## src/pkg/vrc_pkg.sv

```systemverilog
// Constants for the voltage reference control block
package vrc_pkg;
    // Register addresses on the plain register port
    localparam logic [1:0] ADDR_FIXED_CTRL  = 2'h0;
    localparam logic [1:0] ADDR_LADDER_CTRL = 2'h1;
    localparam logic [1:0] ADDR_LEVEL_SEL   = 2'h2;
    localparam int         ADDR_W           = 2;
    localparam int         DATA_W           = 8;

    // Fixed reference control fields
    localparam int FIX_EN_BIT     = 7;
    localparam int FIX_STABLE_BIT = 6;
    localparam int FIX_GAIN_HI    = 5;
    localparam int FIX_GAIN_LO    = 4;
    localparam logic [1:0] FIX_GAIN_RESET = 2'h1;

    // Ladder control fields
    localparam int LAD_EN_BIT   = 7;
    localparam int LAD_LPS_BIT  = 6;
    localparam int LAD_OE_BIT   = 5;
    localparam int LAD_PSS_HI   = 3;
    localparam int LAD_PSS_LO   = 2;
    localparam int LAD_NSS_BIT  = 0;

    // Level code field
    localparam int LEVEL_W  = 5;
    localparam int LEVEL_HI = 4;

    // Positive source encodings
    localparam logic [1:0] PSS_SUPPLY   = 2'h0;
    localparam logic [1:0] PSS_EXT_POS  = 2'h1;
    localparam logic [1:0] PSS_FIXED    = 2'h2;

    // Settling time of the fixed reference
    localparam int CLK_MHZ        = 50;
    localparam int SETTLE_US      = 25;
    localparam int SETTLE_CYCLES  = SETTLE_US * CLK_MHZ;
    localparam int SETTLE_W       = 16;
endpackage

```

## src/verilog/vrc_settle_timer.sv

```systemverilog
// Settle timer that raises a stable level a fixed count after enable
`timescale 1ns/10ps
module vrc_settle_timer #(
    parameter int SETTLE_CYCLES = 1250
) (
    input  wire logic clk,      // System clock
    input  wire logic rst,      // Synchronous reset, active high
    input  wire logic enable,   // Reference enabled
    output logic      stable    // Settled indication
);
    logic [vrc_pkg::SETTLE_W-1:0] count;

    always_ff @(posedge clk) begin
        if (rst || !enable) begin
            count  <= '0;
            stable <= 1'b0;
        end else if (!stable) begin
            if (count == vrc_pkg::SETTLE_W'(SETTLE_CYCLES - 1)) begin
                stable <= 1'b1;
            end else begin
                count <= count + 1'b1;
            end
        end
    end
endmodule

```

## src/verilog/vrc_top.sv

```systemverilog
// Register file and analog control outputs for the two voltage references
//
// Added by the designer: the plain strobed port and the placing of the registers.
`timescale 1ns/10ps

module vrc_top #(
    parameter int SETTLE_CYCLES = vrc_pkg::SETTLE_CYCLES
) (
    input  wire logic       CORE_CLK,          // System clock, 50 MHz
    input  wire logic       RST,               // Synchronous reset, active high
    input  wire logic [1:0] ADDR,              // Register address
    input  wire logic [7:0] WDATA,             // Write data
    input  wire logic       WR,                // Write strobe
    input  wire logic       RD,                // Read strobe
    output logic      [7:0] RDATA,             // Read data, cycle after RD
    input  wire logic       PIN_DIGITAL_IN,    // Raw digital level of reference pin
    output logic            PIN_DIGITAL_READ,  // Digital pin value seen by the core
    output logic            PIN_DIGITAL_OVERRIDE, // Disables pin digital buffers
    output logic            FIXED_REF_ENABLE,  // Fixed reference analog enable
    output logic      [1:0] FIXED_REF_GAIN,    // Fixed reference gain select
    output logic            FIXED_REF_TO_CMP,  // Fixed reference available to comparators
    output logic            FIXED_REF_TO_ADC,  // Fixed reference available to ADC mux
    output logic            LADDER_ENABLE,     // Divider current enable
    output logic            LADDER_CLAMP,      // Clamp ladder output to ground
    output logic            LADDER_LOW_POWER,  // Low-power state select
    output logic      [1:0] LADDER_POS_SEL,    // Upper source select
    output logic            LADDER_NEG_SEL,    // Lower source select
    output logic      [4:0] LADDER_LEVEL,      // Ladder tap code
    output logic            LADDER_PIN_OE      // Drive reference onto its pin
);
    logic       fix_en;
    logic [1:0] fix_gain;
    logic       lad_en;
    logic       lad_lps;
    logic       lad_oe;
    logic [1:0] lad_pss;
    logic       lad_nss;
    logic [4:0] level;
    logic       stable;
    logic       pin_meta;
    logic       pin_sync;
    logic [7:0] next_rdata;

    // Wake from sleep is not a reset input, so contents hold through it
    always_ff @(posedge CORE_CLK) begin
        if (RST) begin
            fix_en   <= 1'b0;
            fix_gain <= vrc_pkg::FIX_GAIN_RESET;
        end else if (WR && ADDR == vrc_pkg::ADDR_FIXED_CTRL) begin
            fix_en   <= WDATA[vrc_pkg::FIX_EN_BIT];
            fix_gain <= WDATA[vrc_pkg::FIX_GAIN_HI:vrc_pkg::FIX_GAIN_LO];
        end
    end

    always_ff @(posedge CORE_CLK) begin
        if (RST) begin
            lad_en  <= 1'b0;
            lad_lps <= 1'b0;
            lad_oe  <= 1'b0;
            lad_pss <= vrc_pkg::PSS_SUPPLY;
            lad_nss <= 1'b0;
        end else if (WR && ADDR == vrc_pkg::ADDR_LADDER_CTRL) begin
            lad_en  <= WDATA[vrc_pkg::LAD_EN_BIT];
            lad_lps <= WDATA[vrc_pkg::LAD_LPS_BIT];
            lad_oe  <= WDATA[vrc_pkg::LAD_OE_BIT];
            lad_pss <= WDATA[vrc_pkg::LAD_PSS_HI:vrc_pkg::LAD_PSS_LO];
            lad_nss <= WDATA[vrc_pkg::LAD_NSS_BIT];
        end
    end

    always_ff @(posedge CORE_CLK) begin
        if (RST) begin
            level <= '0;
        end else if (WR && ADDR == vrc_pkg::ADDR_LEVEL_SEL) begin
            level <= WDATA[vrc_pkg::LEVEL_HI:0];
        end
    end

    vrc_settle_timer #(
        .SETTLE_CYCLES (SETTLE_CYCLES)
    ) u_settle (
        .clk    (CORE_CLK),
        .rst    (RST),
        .enable (fix_en),
        .stable (stable)
    );

    // Unimplemented bits are constant zero; a read has no side effects
    always_comb begin
        next_rdata = 8'h00;
        case (ADDR)
            vrc_pkg::ADDR_FIXED_CTRL: begin
                next_rdata[vrc_pkg::FIX_EN_BIT]     = fix_en;
                next_rdata[vrc_pkg::FIX_STABLE_BIT] = stable;
                next_rdata[vrc_pkg::FIX_GAIN_HI:vrc_pkg::FIX_GAIN_LO] = fix_gain;
            end
            vrc_pkg::ADDR_LADDER_CTRL: begin
                next_rdata[vrc_pkg::LAD_EN_BIT]  = lad_en;
                next_rdata[vrc_pkg::LAD_LPS_BIT] = lad_lps;
                next_rdata[vrc_pkg::LAD_OE_BIT]  = lad_oe;
                next_rdata[vrc_pkg::LAD_PSS_HI:vrc_pkg::LAD_PSS_LO] = lad_pss;
                next_rdata[vrc_pkg::LAD_NSS_BIT] = lad_nss;
            end
            vrc_pkg::ADDR_LEVEL_SEL: begin
                next_rdata[vrc_pkg::LEVEL_HI:0] = level;
            end
            default: begin
                next_rdata = 8'h00;
            end
        endcase
    end

    always_ff @(posedge CORE_CLK) begin
        if (RST) begin
            RDATA <= 8'h00;
        end else if (RD) begin
            RDATA <= next_rdata;
        end else begin
            RDATA <= 8'h00;
        end
    end

    // Pin level is asynchronous to the core clock
    always_ff @(posedge CORE_CLK) begin
        if (RST) begin
            pin_meta <= 1'b0;
            pin_sync <= 1'b0;
        end else begin
            pin_meta <= PIN_DIGITAL_IN;
            pin_sync <= pin_meta;
        end
    end

    // Registered outputs follow the control state one cycle late
    always_ff @(posedge CORE_CLK) begin
        if (RST) begin
            FIXED_REF_ENABLE     <= 1'b0;
            FIXED_REF_GAIN       <= vrc_pkg::FIX_GAIN_RESET;
            FIXED_REF_TO_CMP     <= 1'b0;
            FIXED_REF_TO_ADC     <= 1'b0;
            LADDER_ENABLE        <= 1'b0;
            LADDER_CLAMP         <= 1'b1;
            LADDER_LOW_POWER     <= 1'b0;
            LADDER_POS_SEL       <= vrc_pkg::PSS_SUPPLY;
            LADDER_NEG_SEL       <= 1'b0;
            LADDER_LEVEL         <= '0;
            LADDER_PIN_OE        <= 1'b0;
            PIN_DIGITAL_OVERRIDE <= 1'b0;
            PIN_DIGITAL_READ     <= 1'b0;
        end else begin
            FIXED_REF_ENABLE     <= fix_en;
            FIXED_REF_GAIN       <= fix_gain;
            FIXED_REF_TO_CMP     <= fix_en;
            FIXED_REF_TO_ADC     <= fix_en;
            LADDER_ENABLE        <= lad_en;
            LADDER_CLAMP         <= !lad_en;
            LADDER_LOW_POWER     <= lad_lps;
            LADDER_POS_SEL       <= lad_pss;
            LADDER_NEG_SEL       <= lad_nss;
            LADDER_LEVEL         <= level;
            LADDER_PIN_OE        <= lad_oe;
            PIN_DIGITAL_OVERRIDE <= lad_oe;
            PIN_DIGITAL_READ     <= lad_oe ? 1'b0 : pin_sync;
        end
    end

    // Checks
    // The timer drops stable one edge after disable, so one stale cycle is allowed
    stable_needs_en_a: assert property (@(posedge CORE_CLK) disable iff (RST)
        stable |-> fix_en || $past(fix_en))
        else $error("stable set while fixed reference off");
    stable_clear_a: assert property (@(posedge CORE_CLK) disable iff (RST)
        !fix_en |=> !stable) else $error("stable held after disable");
    route_follow_a: assert property (@(posedge CORE_CLK) disable iff (RST)
        FIXED_REF_TO_CMP == FIXED_REF_ENABLE && FIXED_REF_TO_ADC == FIXED_REF_ENABLE)
        else $error("fixed reference routing disagrees with enable");
    pos_sel_follow_a: assert property (@(posedge CORE_CLK) disable iff (RST)
        1'b1 |=> LADDER_POS_SEL == $past(lad_pss))
        else $error("positive source select not forwarded");
    neg_sel_follow_a: assert property (@(posedge CORE_CLK) disable iff (RST)
        1'b1 |=> LADDER_NEG_SEL == $past(lad_nss))
        else $error("negative source select not forwarded");
    level_out_a: assert property (@(posedge CORE_CLK) disable iff (RST)
        1'b1 |=> LADDER_LEVEL == $past(level))
        else $error("level code not forwarded");
    pin_override_a: assert property (@(posedge CORE_CLK) disable iff (RST)
        PIN_DIGITAL_OVERRIDE == LADDER_PIN_OE)
        else $error("pin override disagrees with output enable");
    reset_state_a: assert property (@(posedge CORE_CLK)
        RST |=> level == 5'h00 && !fix_en && !lad_en && !lad_oe && !stable)
        else $error("reset did not clear control state");
    unmapped_write_a: assert property (@(posedge CORE_CLK) disable iff (RST)
        WR && ADDR == 2'h3 |=> $stable(level) && $stable(fix_en) && $stable(lad_en))
        else $error("write to unmapped address changed state");
    stable_read_a: assert property (@(posedge CORE_CLK) disable iff (RST)
        RD && ADDR == vrc_pkg::ADDR_FIXED_CTRL |=> RDATA[6] == $past(stable))
        else $error("stable flag read mismatch");
    fix_write_a: assert property (@(posedge CORE_CLK) disable iff (RST)
        WR && ADDR == vrc_pkg::ADDR_FIXED_CTRL |=> ##1 FIXED_REF_ENABLE == $past(WDATA[7], 2))
        else $error("fixed enable did not follow write");
    reset_clear_a: assert property (@(posedge CORE_CLK)
        RST |=> !FIXED_REF_ENABLE && !LADDER_ENABLE && !LADDER_PIN_OE && LADDER_LEVEL == 5'h00)
        else $error("reset did not clear references");
    unimpl_zero_a: assert property (@(posedge CORE_CLK) disable iff (RST)
        ##1 RDATA[3:0] == 4'h0 || $past(ADDR) != vrc_pkg::ADDR_FIXED_CTRL)
        else $error("unimplemented bits read nonzero");
    level_hi_zero_a: assert property (@(posedge CORE_CLK) disable iff (RST)
        RDATA[7:5] == 3'h0 || $past(ADDR) != vrc_pkg::ADDR_LEVEL_SEL)
        else $error("level register high bits nonzero");
    clamp_inv_a: assert property (@(posedge CORE_CLK) disable iff (RST)
        LADDER_CLAMP != LADDER_ENABLE) else $error("clamp and enable disagree");
    pin_read_zero_a: assert property (@(posedge CORE_CLK) disable iff (RST)
        lad_oe && $past(lad_oe) |=> !PIN_DIGITAL_READ)
        else $error("pin read nonzero while driving reference");
    level_write_a: assert property (@(posedge CORE_CLK) disable iff (RST)
        WR && ADDR == vrc_pkg::ADDR_LEVEL_SEL |=> level == $past(WDATA[4:0]))
        else $error("level code not stored");
    settle_hold_a: assert property (@(posedge CORE_CLK) disable iff (RST)
        $rose(fix_en) |-> !stable[*2]) else $error("stable set at once");

    settle_c: cover property (@(posedge CORE_CLK) disable iff (RST) $rose(stable));
    pin_c: cover property (@(posedge CORE_CLK) disable iff (RST) $rose(LADDER_PIN_OE));
    level_c: cover property (@(posedge CORE_CLK) disable iff (RST) LADDER_LEVEL == 5'h1f);
    fixed_src_c: cover property (@(posedge CORE_CLK) disable iff (RST)
        LADDER_POS_SEL == vrc_pkg::PSS_FIXED);
endmodule
```

## config.mk

```make
export PLATFORM = sky130hd
export DESIGN_NAME = vrc_top
export DESIGN_NICKNAME = d
export VERILOG_FILES = /design/src/pkg/vrc_pkg.sv /design/src/verilog/vrc_settle_timer.sv /design/src/verilog/vrc_top.sv
export SDC_FILE = /design/constraint.sdc
export NUM_CORES = 1
export LEC_CHECK = 0
export BUFFER_PORTS_ARGS = -buffer_cell sky130_fd_sc_hd__buf_2
export CAP_MARGIN = 20
export CORE_ASPECT_RATIO = 0.7
export CORE_MARGIN = 2
export CORE_UTILIZATION = 57
export CTS_CLUSTER_DIAMETER = 40
export DETAILED_ROUTE_END_ITERATION = 16
export PLACE_DENSITY_LB_ADDON = 0.3
export SLEW_MARGIN = 10
export SYNTH_ARGS = -nofsm -noshare
export SYNTH_HDL_FRONTEND = slang
export SYNTH_SLANG_ARGS = --single-unit
```

## constraint.sdc

```tcl
create_clock -name CORE_CLK -period 2.4 [get_ports CORE_CLK]
set_input_delay 0.48 -clock CORE_CLK [delete_from_list [all_inputs] [get_ports CORE_CLK]]
set_output_delay 0.48 -clock CORE_CLK [all_outputs]
set_load 0.05 [all_outputs]
```

Word-level counts from Yosys, hierarchy flattened
Index checks and enable logic that the tools add are counted.
{ "totals": {"reg_bits": 57, "latchBits": 0, "mem_bits_rw": 0, "mem_bits_ro": 0, "in_bits": 15, "elab_cells": 49, "n_memories": 0} }
{ "op_classes": {"add_sub_neg": 1, "multipliers": 0, "div": 0, "magnitude_cmp": 0, "n_eq_ne": 3, "shifts": 0, "mux": 6, "bitwise": 4, "n_reduce_logical": 11} }
{ "op_table": {"columns": ["op", "count"], "rows": [
  ["16-bit by 1-bit adder with 16-bit output (second input constant)", 1],
  ["16-bit by 11-bit == test with 1-bit output (second input constant)", 1],
  ["3-bit one-hot mux with 2 select lines", 1],
  ["1-bit inverter", 4],
  ["1-bit one-hot mux with 2 select lines", 2],
  ["2-bit one-hot mux with 2 select lines", 1],
  ["2-bit OR reduction", 2],
  ["1-bit logical AND", 3],
  ["3-bit OR reduction", 1],
  ["2-bit by 1-bit == test with 1-bit output (second input constant)", 1],
  ["2-bit == test (second input constant)", 1],
  ["1-bit logical NOT", 2],
  ["2-bit logical NOT", 1],
  ["1-bit two-way mux", 2],
  ["2-bit AND reduction", 1],
  ["1-bit logical OR", 1]
]} }

Depth between registers and ports, before layout
Gate-level depths: netlist (run 1).
{ "logic_depth": {"ltp_word": 3, "mapped_depth": 6, "mapped_depth_nobuf": 6} }

Cells and area by module
Synthesis (run 1) repeated with hierarchy kept, for this count alone.
{ "hier_totals": {"hier_cells": 231, "hier_area_um2": 2309.7} }
{ "by_module_without_submodules": {"columns": ["module", "instances", "cells_each", "area_each_um2", "seq_area_each_um2"], "rows": [
  ["vrc_top", 1, 137, 1442.6, 800.8],
  ["vrc_settle_timer", 1, 94, 867.1, 340.3]
]} }

Worst setup path after synthesis (run 1)
OpenSTA, ideal clock, no wires.
{ "synth_timing": {"kind": "register -> register", "start": "reg u_settle.count[2] (netlist bit)", "end": "reg u_settle.count[13] (netlist bit)", "setup_ps": 71, "t_arrival_ps": 1424, "t_required_ps": 2329, "setup_slack_ps": 905, "stages_incl_launch_ff": 5, "synth_period_minus_slack_ps": 1495, "cell_sequence": "dfxtp_1 -> nand4_1 -> or4_1 -> or3_1 -> a21oi_1"} }
{ "synth_between": {"elab_chain_len": 3, "elab_cells_between_ends": 4, "cone_classes": "add/sub (1); eq/ne (1); bitwise (1); reduce/logical (1)"} }
{ "synth_lines": {"columns": ["item", "line_no", "text"], "rows": [
  ["start: declaration", "vrc_settle_timer.sv:11", "logic [vrc_pkg::SETTLE_W-1:0] count;"],
  ["start signal: assignment", "vrc_settle_timer.sv:21", "count <= count + 1'b1;"],
  ["parallel branches: the longest is 3 deep, another holds 16-bit by 1-bit adder with 16-bit output", null, null]
]} }
Parallel ways; which one is timed is not known.
A chain may end at the register's enable or synchronous reset.

Final worst setup path (run 1)
Ends and elaborated chain as after synthesis.

==> impl_metrics.ini, run 1 <==
[sta]
setup_ws_ps = 392
rsz0062_at_grt = no
final.setup.tns_ps = 0
setup_violations = 0
max_freq_ghz = 0.498
final_max_slew_viol_count = 0
finalHoldViolCount = 0
layout_min_cycle_time_ps = 2010
holdWs_ps = 370
worst_pin_slew_ps = 452
max-slew-margin-rel_pct = 69.8
skew_ps = 7.98
period_share_pct = 83.7

[routing]
drt-total-wl_microns = 4520
drc = 0
drtIter0Drc = 102
wl_per_cell_microns = 13.8
drt_pass1_iterations = 5
viasPerCell = 5.39
vias = 1762
ant_nets = 0

[synth]
ys_types = 38
syn_nets = 250
synth-edff-count = 0
async_flop_share_pct = 0
ys_seq_area_share_pct = 53.3
ys_ff_latch = 57
synth_ff_type = dfxtp_1
post_synth.cell_area_avg_sq_um = 9.30
syn_inst = 230
syn-cell-area_sq_mm = 0.00214
yosys_warnings = 0

[clock_tree]
clk_pin_slew_ps = 60
hold_buffers = 0
clockBufferDepth = 2
cts_max_level = 3
root_buffer = clkbuf_8
clk_latency_ps = 320
cts_tree = built
post_cts_buffers = 0
cts-buffers-inserted = 9
cts_sinks = 57
cts_resized = 0

[worst_hold_path]
min_path_type = in -> reg

[grt]
grtUsageMet3_pct = 8.82
grt_usage_pct = 22.5
grt_antenna_before_repair = 0
use_met1_pct = 30.4
top_usage_layer = met2
grt_pass1_wl_microns = 7360
grt_max_degree = 33
overflow = 0
grt_pass1_vias = 1554
met2_usage_pct = 33.0

[die]
rows = 18
die-area_sq_mm = 0.00427
die_x_microns = 77.2
start_util_pct = 60.1
io_pins = 42
core_area_sq_mm = 0.00356
dieHeight_microns = 55.3

[layout]
n_fill_cell = 287
layout_commonest_cell = dfxtp_1
layout_common_cells = dfxtp_1 (57), buf_2 (41), nand2_1 (23), nor2_1 (19), a21oi_1 (18)
nets = 292
ff_latch_area_sq_mm = 0.00114
diodes = 0
drive_gt1_share_pct = 22.7
post-route-util_pct = 71.6
multiInputGateArea_sq_um = 912
areaGrowthSynthToFinish_pct = 19.1

[power_and_ir_drop]
powerDensity_mw_per_mm2 = 724
ir_drop_uv = 602
power_leakage_nw = 1.03
finalPower_mw = 1.84

[outcome]
status = finished, final reports clean

[placement]
io_buffers = 41
gp_congestion = 0.914
pre_cts_ws_ps = 449
dp_hpwl_microns = 3030

[setup_path]
cp-start-kind = flop
crit_type = reg -> reg
worstPathArrival_ps = 2260
crit_path_max_fanout = 11
setup.worst_path.end_class = flop
required_ps = 2650

[job]
max_cap_viol_count = 0
==> worst paths after layout <==
check                                      start                              end  slack, ps  cells past startpoint
hold / removal                    PIN_DIGITAL_IN              pin_meta$_SDFF_PP0_        370                      2
setup / recovery  u_settle.count[2]$_SDFFE_PP0P_  u_settle.count[13]$_SDFFE_PP0P_        390                      4
hold reg to reg              pin_sync$_SDFF_PP0_      PIN_DIGITAL_READ$_SDFF_PP0_        460                      1
setup reg to reg  u_settle.count[2]$_SDFFE_PP0P_  u_settle.count[13]$_SDFFE_PP0P_        390                      4
==> where the power goes <==
group | internal, mW | switching (mW)
Combinational | 0.0329 | 0.0726
Sequential | 0.963 | 0.00857
Clock | 0.426 | 0.341
Total | 1.42 | 0.422
==> final cells by class <==
class | instances | area share, %
sequential | 57 | 44.8
multi-input combinational | 153 | 35.8
tap | 50 | 2.46
clock inverter | 3 | 0.589
timing repair buffer | 45 | 9.23
clock buffer | 13 | 6.24
inverter | 6 | 0.884
==> registers in the layout, summed over array words and instances, names as in the netlist, 2 cells and up <==
name and cells:
u_settle.count 16, FIXED_REF_GAIN 2, fix_gain 2, level 5
RDATA 8, LADDER_POS_SEL 2, lad_pss 2, LADDER_LEVEL 5
==> logic make-up after synthesis <==
family,share of synthesized area (%)
multiplexers,0.526
AO/OA/AOI/OAI,10.0
AND/OR/NAND/NOR,25.9
flip-flops,53.3
adder cells (fa/ha/maj),2.92
buffers and inverters,4.03
XOR/XNOR,3.27
==> metal layers <==
layer / part of all wire (%) / up-vias
li1: - / 873
met1: 46 / 806
met2: 44 / 78
met4: 0.95 / 0
met5: 0 / -
met3: 8.9 / 5
==> cell usage after synthesis (3+ instances only) <==
library cell / instances / area [sq um]
a22oi_1: 7 / 52.6
inv_1: 6 / 22.5
nand4_1: 5 / 31.3
and3_1: 3 / 18.8
a21oi_1: 18 / 90.1
clkbuf_1: 10 / 37.5
buf_4: 3 / 22.5
or3_1: 4 / 25.0
nor2b_1: 13 / 81.3
ha_1: 5 / 62.6
nor2_1: 19 / 71.3
nand3_1: 13 / 65.1
xnor2_1: 6 / 52.6
nor4_1: 3 / 18.8
nand2b_1: 6 / 37.5
o21ai_0: 4 / 20.0
nand2_1: 23 / 86.3
dfxtp_1: 57 / 1140
==> per-stage QoR <==
stage | instance area [sq um] | instances
5_1_grt | 2550 | 327
6_report | 2550 | 327
3_5_place_dp | 2370 | 311
2_1_floorplan | 2140 | 230
3_3_place_gp | 2370 | 311
4_1_cts | 2550 | 327
==> worst max-delay path: stages (launching register included) <==
cell	delay (ps)
dfxtp_1	430
nand4_1	400
or4_1	650
or3_1	320
a21oi_1	140
No activity file was read; power rests on OpenSTA's default activity.
==> run 2: changes to the inputs <==
- CORE_UTILIZATION: 57 -> 48
- clock period: 2.4 -> 1.7 ns (I/O delays scaled with it)
==> run 2 against run 1 <==
Worst setup slack got worse by 250 ps. Design area increased by 3.6%. Register-to-register slack got worse by 250 ps. Clock power increased by 77%. Die area increased by 18%. Hold slack got worse by 160 ps. Largest cell class unchanged. Largest power group unchanged.
==> impl_metrics.ini, run 2 (synthesized netlist as in run 1, its figures left out) <==
[worst_hold_path]
whs_endpoint = pin_meta$_SDFF_PP0_
min_path_cells = 2
min_path_type = in -> reg
min-delay-start = PIN_DIGITAL_IN

[routing]
viasPerCell = 5.13
drt-total-wl_microns = 4430
ant_nets = 0
wl_per_cell_microns = 13.2
drc = 0
drtIter0Drc = 143
vias = 1724
drt_pass1_iterations = 4

[layout]
n_fill_cell = 385
layout_common_cells = dfxtp_1 (55), buf_2 (41), nand2_1 (23), nor2_1 (19), a21oi_1 (18)
nets = 296
largest_reg_flops = 16
fin_cells = 336
ff_latch_area_sq_mm = 0.00114
layout_commonest_cell = dfxtp_1
multiInputGateArea_sq_um = 921
regMostFlops = u_settle.count
diodes = 0
areaGrowthSynthToFinish_pct = 23.4
final_cell_area_sq_mm = 0.00264
drive_gt1_share_pct = 25.3
top_regs = u_settle.count (16), RDATA (8)

[setup_path]
cp-start-kind = flop
reg2reg_to = u_settle.count[13]$_SDFFE_PP0P_
setup.worst_path.end_class = flop
reg2regPathDepth = 4
crit_type = reg -> reg
r2r_setup_slack_ps = 150
r2r_start = u_settle.count[4]$_SDFFE_PP0P_
worstPathArrival_ps = 1820
required_ps = 1970
crit_path_max_fanout = 5

[sta]
final.setup.tns_ps = 0
setup_violations = 0
holdWs_ps = 211
final_max_slew_viol_count = 0
finalHoldViolCount = 0
rsz0062_at_grt = yes
max-slew-margin-rel_pct = 71.4
worst_pin_slew_ps = 423
max_freq_ghz = 0.643
layout_min_cycle_time_ps = 1550
skew_ps = 8.16
period_share_pct = 91.5

[placement]
io_buffers = 41
placed_cells = 320
gp_congestion = 0.947
dp_hpwl_microns = 3160
post_dp_cell_area_sq_mm = 0.00241

[grt]
grt_pass1_vias = 1569
grtUsageMet3_pct = 9.81
grt_usage_pct = 19.6
grt_max_degree = 33
top_usage_layer = met2
grt_antenna_before_repair = 0
met2_usage_pct = 27.7
grt_pass1_wl_microns = 7220
use_met1_pct = 25.5
overflow = 0

[clock_tree]
post_cts_buffers = 0
clockBufferDepth = 2
clk_pin_slew_ps = 70
cts_tree = built
clk_latency_ps = 340
root_buffer = clkbuf_8
cts-buffers-inserted = 9
cts_max_level = 3
cts_sinks = 57

[outcome]
status = finished, final reports clean

[die]
io_pins = 42
core_area_sq_mm = 0.00430
dieHeight_microns = 59.9
start_util_pct = 49.7
die_x_microns = 83.8
rows = 20
die-area_sq_mm = 0.00502

[power_and_ir_drop]
ir_drop_uv = 841
powerDensity_mw_per_mm2 = 1090
power_leakage_nw = 1.07
finalPower_mw = 2.88

[job]
max_cap_viol_count = 0
[run 2: changes by cell type in the layout (fill, tap and decap cells not counted), moves of 2 or more]
cell        delta
clkinv_2       -2
bufinv_16      +2
buf_4          +4
dfxtp_1        -2
dfxtp_2        +2
clkbuf_1       -2
clkinvlp_4     +4
clkbuf_8       -2
[run 2: power breakdown]
part           total (mW)  internal [mW]  switching [mW]
Sequential           1.37           1.36          0.0117
Combinational       0.148         0.0471           0.101
Clock                1.36          0.820           0.543
[run 2: per-stage QoR]
stage	utilization [%]	setup slack, ps
6_report	61.3	145
5_1_grt	61.3	-13.1
4_1_cts	61.1	98.5
3_5_place_dp	56.0	103
3_3_place_gp	56.0	141
2_1_floorplan	-	205
[run 2: final cells by class]
type,count,share of cell area [%]
multi-input combinational,153,34.9
clock buffer,9,4.69
clock inverter,7,3.60
inverter,6,0.853
timing repair buffer,49,10.0
sequential,57,43.3
tap,55,2.61
[run 2: how the worst max path moves through the flow]
stage / from / cells after the start / slack (ps) / to
2_1_floorplan: u_settle.count[2]$_SDFFE_PP0P_ / 4 / 200 / u_settle.count[13]$_SDFFE_PP0P_
3_3_place_gp: u_settle.count[2]$_SDFFE_PP0P_ / 4 / 140 / u_settle.count[13]$_SDFFE_PP0P_
3_5_place_dp: u_settle.count[2]$_SDFFE_PP0P_ / 4 / 100 / u_settle.count[13]$_SDFFE_PP0P_
4_1_cts: u_settle.count[2]$_SDFFE_PP0P_ / 4 / 100 / u_settle.count[13]$_SDFFE_PP0P_
5_1_grt: u_settle.count[0]$_SDFFE_PP0P_ / 5 / -10 / u_settle.count[0]$_SDFFE_PP0P_
6_report: u_settle.count[4]$_SDFFE_PP0P_ / 4 / 150 / u_settle.count[13]$_SDFFE_PP0P_
[run 2: critical path, stage by stage, from the launching register on]
cell and delay (ps):
dfxtp_1 380, nand4_1 120, or4_1 540, or3_1 310
a21oi_1 130
[run 2: per-layer routing]
| metal | part of all wire [%] | routed length [microns] |
|---|---|---|
| met1 | 48 | 2120 |
| met3 | 8.8 | 389 |
| met5 | 0 | 0 |
| met4 | 0.68 | 30 |
| met2 | 43 | 1880 |
[run 2: repair_timing]
item                       in CTS  in global routing
setup endpoints to repair       0                  4
resized for setup               0                  3
hold buffers                    0                  0
==> run 3: changes to the inputs <==
- CORE_UTILIZATION: 48 -> 49
- SYNTH_HIERARCHICAL: unset -> 1
==> run 3 against run 2 <==
Maximum frequency rose by 7.1%. Synthesized cell count grew 0.43%. Critical path depth up 1. Via count is 2.8% lower. Design area grew 3.0%. Hold slack improved by 8.0 ps. Combinational power is 8% higher. Highest routed layer unchanged.
==> impl_metrics.ini, run 3 <==
[routing]
ant_nets = 0
viasPerCell = 5.08
drt_pass1_iterations = 5
drc = 0
wl_per_cell_microns = 12.6
drt-total-wl_microns = 4170
drtIter0Drc = 125
vias = 1676

[power_and_ir_drop]
powerDensity_mw_per_mm2 = 1050
power_leakage_nw = 1.08
ir_drop_uv = 697

[sta]
holdWs_ps = 219
final_max_slew_viol_count = 0
rsz0062_at_grt = no
period_share_pct = 85.4
max_freq_ghz = 0.689
worst_pin_slew_ps = 430
setup_violations = 0
layout_min_cycle_time_ps = 1450
final.setup.tns_ps = 0
finalHoldViolCount = 0
max-slew-margin-rel_pct = 71.3
skew_ps = 6.87

[clock_tree]
cts_sinks = 57
post_cts_buffers = 0
cts_max_level = 3
cts_tree = built
clockBufferDepth = 2
clk_latency_ps = 330
root_buffer = clkbuf_8
cts_resized = 0
hold_buffers = 0
cts-buffers-inserted = 9
clk_pin_slew_ps = 60

[job]
max_cap_viol_count = 0

[synth]
synth_ff_type = dfxtp_1
synth-edff-count = 0
post_synth.cell_area_avg_sq_um = 10.0
ys_top_cells_by_area = dfxtp_1 (49%), a21oi_1 (3.9%), nor2_1 (3.9%), nor2b_1 (3.8%), xnor2_1 (3.8%)
syn_nets = 252
async_flop_share_pct = 0
post-synth-top-count-cell = dfxtp_1
ys_ff_latch = 57
netlist_top_cells_count = dfxtp_1 (57), nor2_1 (24), a21oi_1 (18)
syn_inst = 231
synth.top_cell.area_share_pct = 49.4
syn-cell-area_sq_mm = 0.00231
ys_seq_area_share_pct = 49.4
yosysTopAreaCell = dfxtp_1
yosys_warnings = 6
ys_types = 40

[grt]
grt_antenna_before_repair = 0
use_met1_pct = 24.3
grtUsageMet3_pct = 7.64
grt_usage_pct = 17.6
top_usage_layer = met1
met2_usage_pct = 23.6
overflow = 0
grt_pass1_vias = 1416
grt_max_degree = 20
grt_pass1_wl_microns = 6830

[setup_path]
crit_path_cell_trace = ha_1, nor3b_1, a41oi_2, xnor2_1, nor2_1
worstPathArrival_ps = 1670
slowest_delay_ps = 410
slowest_stage = dfxtp_1
setup.worst_path.end_class = flop
crit_path_max_fanout = 4
cp-start-kind = flop
required_ps = 1920
crit_type = reg -> reg

[layout]
layout_commonest_cell = dfxtp_1
regMostFlops = u_settle/count
areaGrowthSynthToFinish_pct = 17.7
nets = 292
drive_gt1_share_pct = 29.5
largest_reg_flops = 16
diodes = 0
top_regs = u_settle/count (16), RDATA (8)
layout_common_cells = dfxtp_1 (57), buf_2 (41), nor2_1 (24), a21oi_1 (18), nand3_1 (15)

[placement]
dp_hpwl_microns = 2740
io_buffers = 41
gp_congestion = 0.761

[die]
dieHeight_microns = 61.4
core_area_sq_mm = 0.00443
die-area_sq_mm = 0.00529
die_x_microns = 86.1
rows = 20
io_pins = 42
start_util_pct = 52.1

[worst_hold_path]
min_path_type = in -> reg

[outcome]
status = finished, final reports clean
run 3: area by class of cell:
cell class              instances  area [sq um]
well taps                      55          68.8
flip-flops and latches         57          1140
clock inverters                 2          35.0
multi-input cells             150          1030
fillers                       377          1710
clock buffers                  13           179
inverters                       8          30.0
repair buffers                 45           235
run 3: worst max-delay path, delay by kind of cell (launching register included):
kind	cells	cell delay, ps
XOR/XNOR	1	190
adder cells (fa/ha/maj)	1	180
AO/OA/AOI/OAI	1	220
AND/OR/NAND/NOR	2	340
flip-flops	1	410
run 3: worst paths after layout:
| path | from | to | slack, ps | depth (start not counted) |
|---|---|---|---|---|
| min | PIN_DIGITAL_IN | pin_meta$_SDFF_PP0_ | 220 | 2 |
| max | u_settle/count[0]$_SDFFE_PP0P_ | u_settle/count[0]$_SDFFE_PP0P_ | 250 | 5 |
| max reg2reg | u_settle/count[0]$_SDFFE_PP0P_ | u_settle/count[0]$_SDFFE_PP0P_ | 250 | 5 |
| min reg2reg | pin_meta$_SDFF_PP0_ | pin_sync$_SDFF_PP0_ | 450 | 1 |
run 3: where the power goes:
part / leakage (nW) / switching, mW / internal (mW)
Sequential: 0.461 / 0.0110 / 1.36
Clock: 0.112 / 0.512 / 0.826
Combinational: 0.508 / 0.105 / 0.0544
Total: 1.08 / 0.629 / 2.24
run 3: cells by family after synthesis:
group	after synthesis	share of synthesized area, %
buffers and inverters	24	6.01
DFF	57	49.4
xor gates and xnor gates	11	4.17
AOI/OAI and AO/OA	45	14.4
and+or+nand+nor	88	22.8
adders and majority gates	6	3.25
run 3: metrics by stage:
stage	power, mW	std cells	setup slack, ps	utilization [%]	cell area [sq um]
after detailed placement	1.56	315	230	56.6	2500
after global placement	1.56	315	255	56.6	2500
after floorplan	1.52	231	370	-	2310
final	2.87	330	248	61.4	2720
after CTS	2.90	330	236	61.4	2720
after global routing	2.98	330	79.8	61.4	2720
run 3: per-layer routing:
metal,part of all wire (%),vias up
met1,54,765
met4,0.74,0
met5,0,-
met2,40,42
met3,5.2,4
li1,-,865
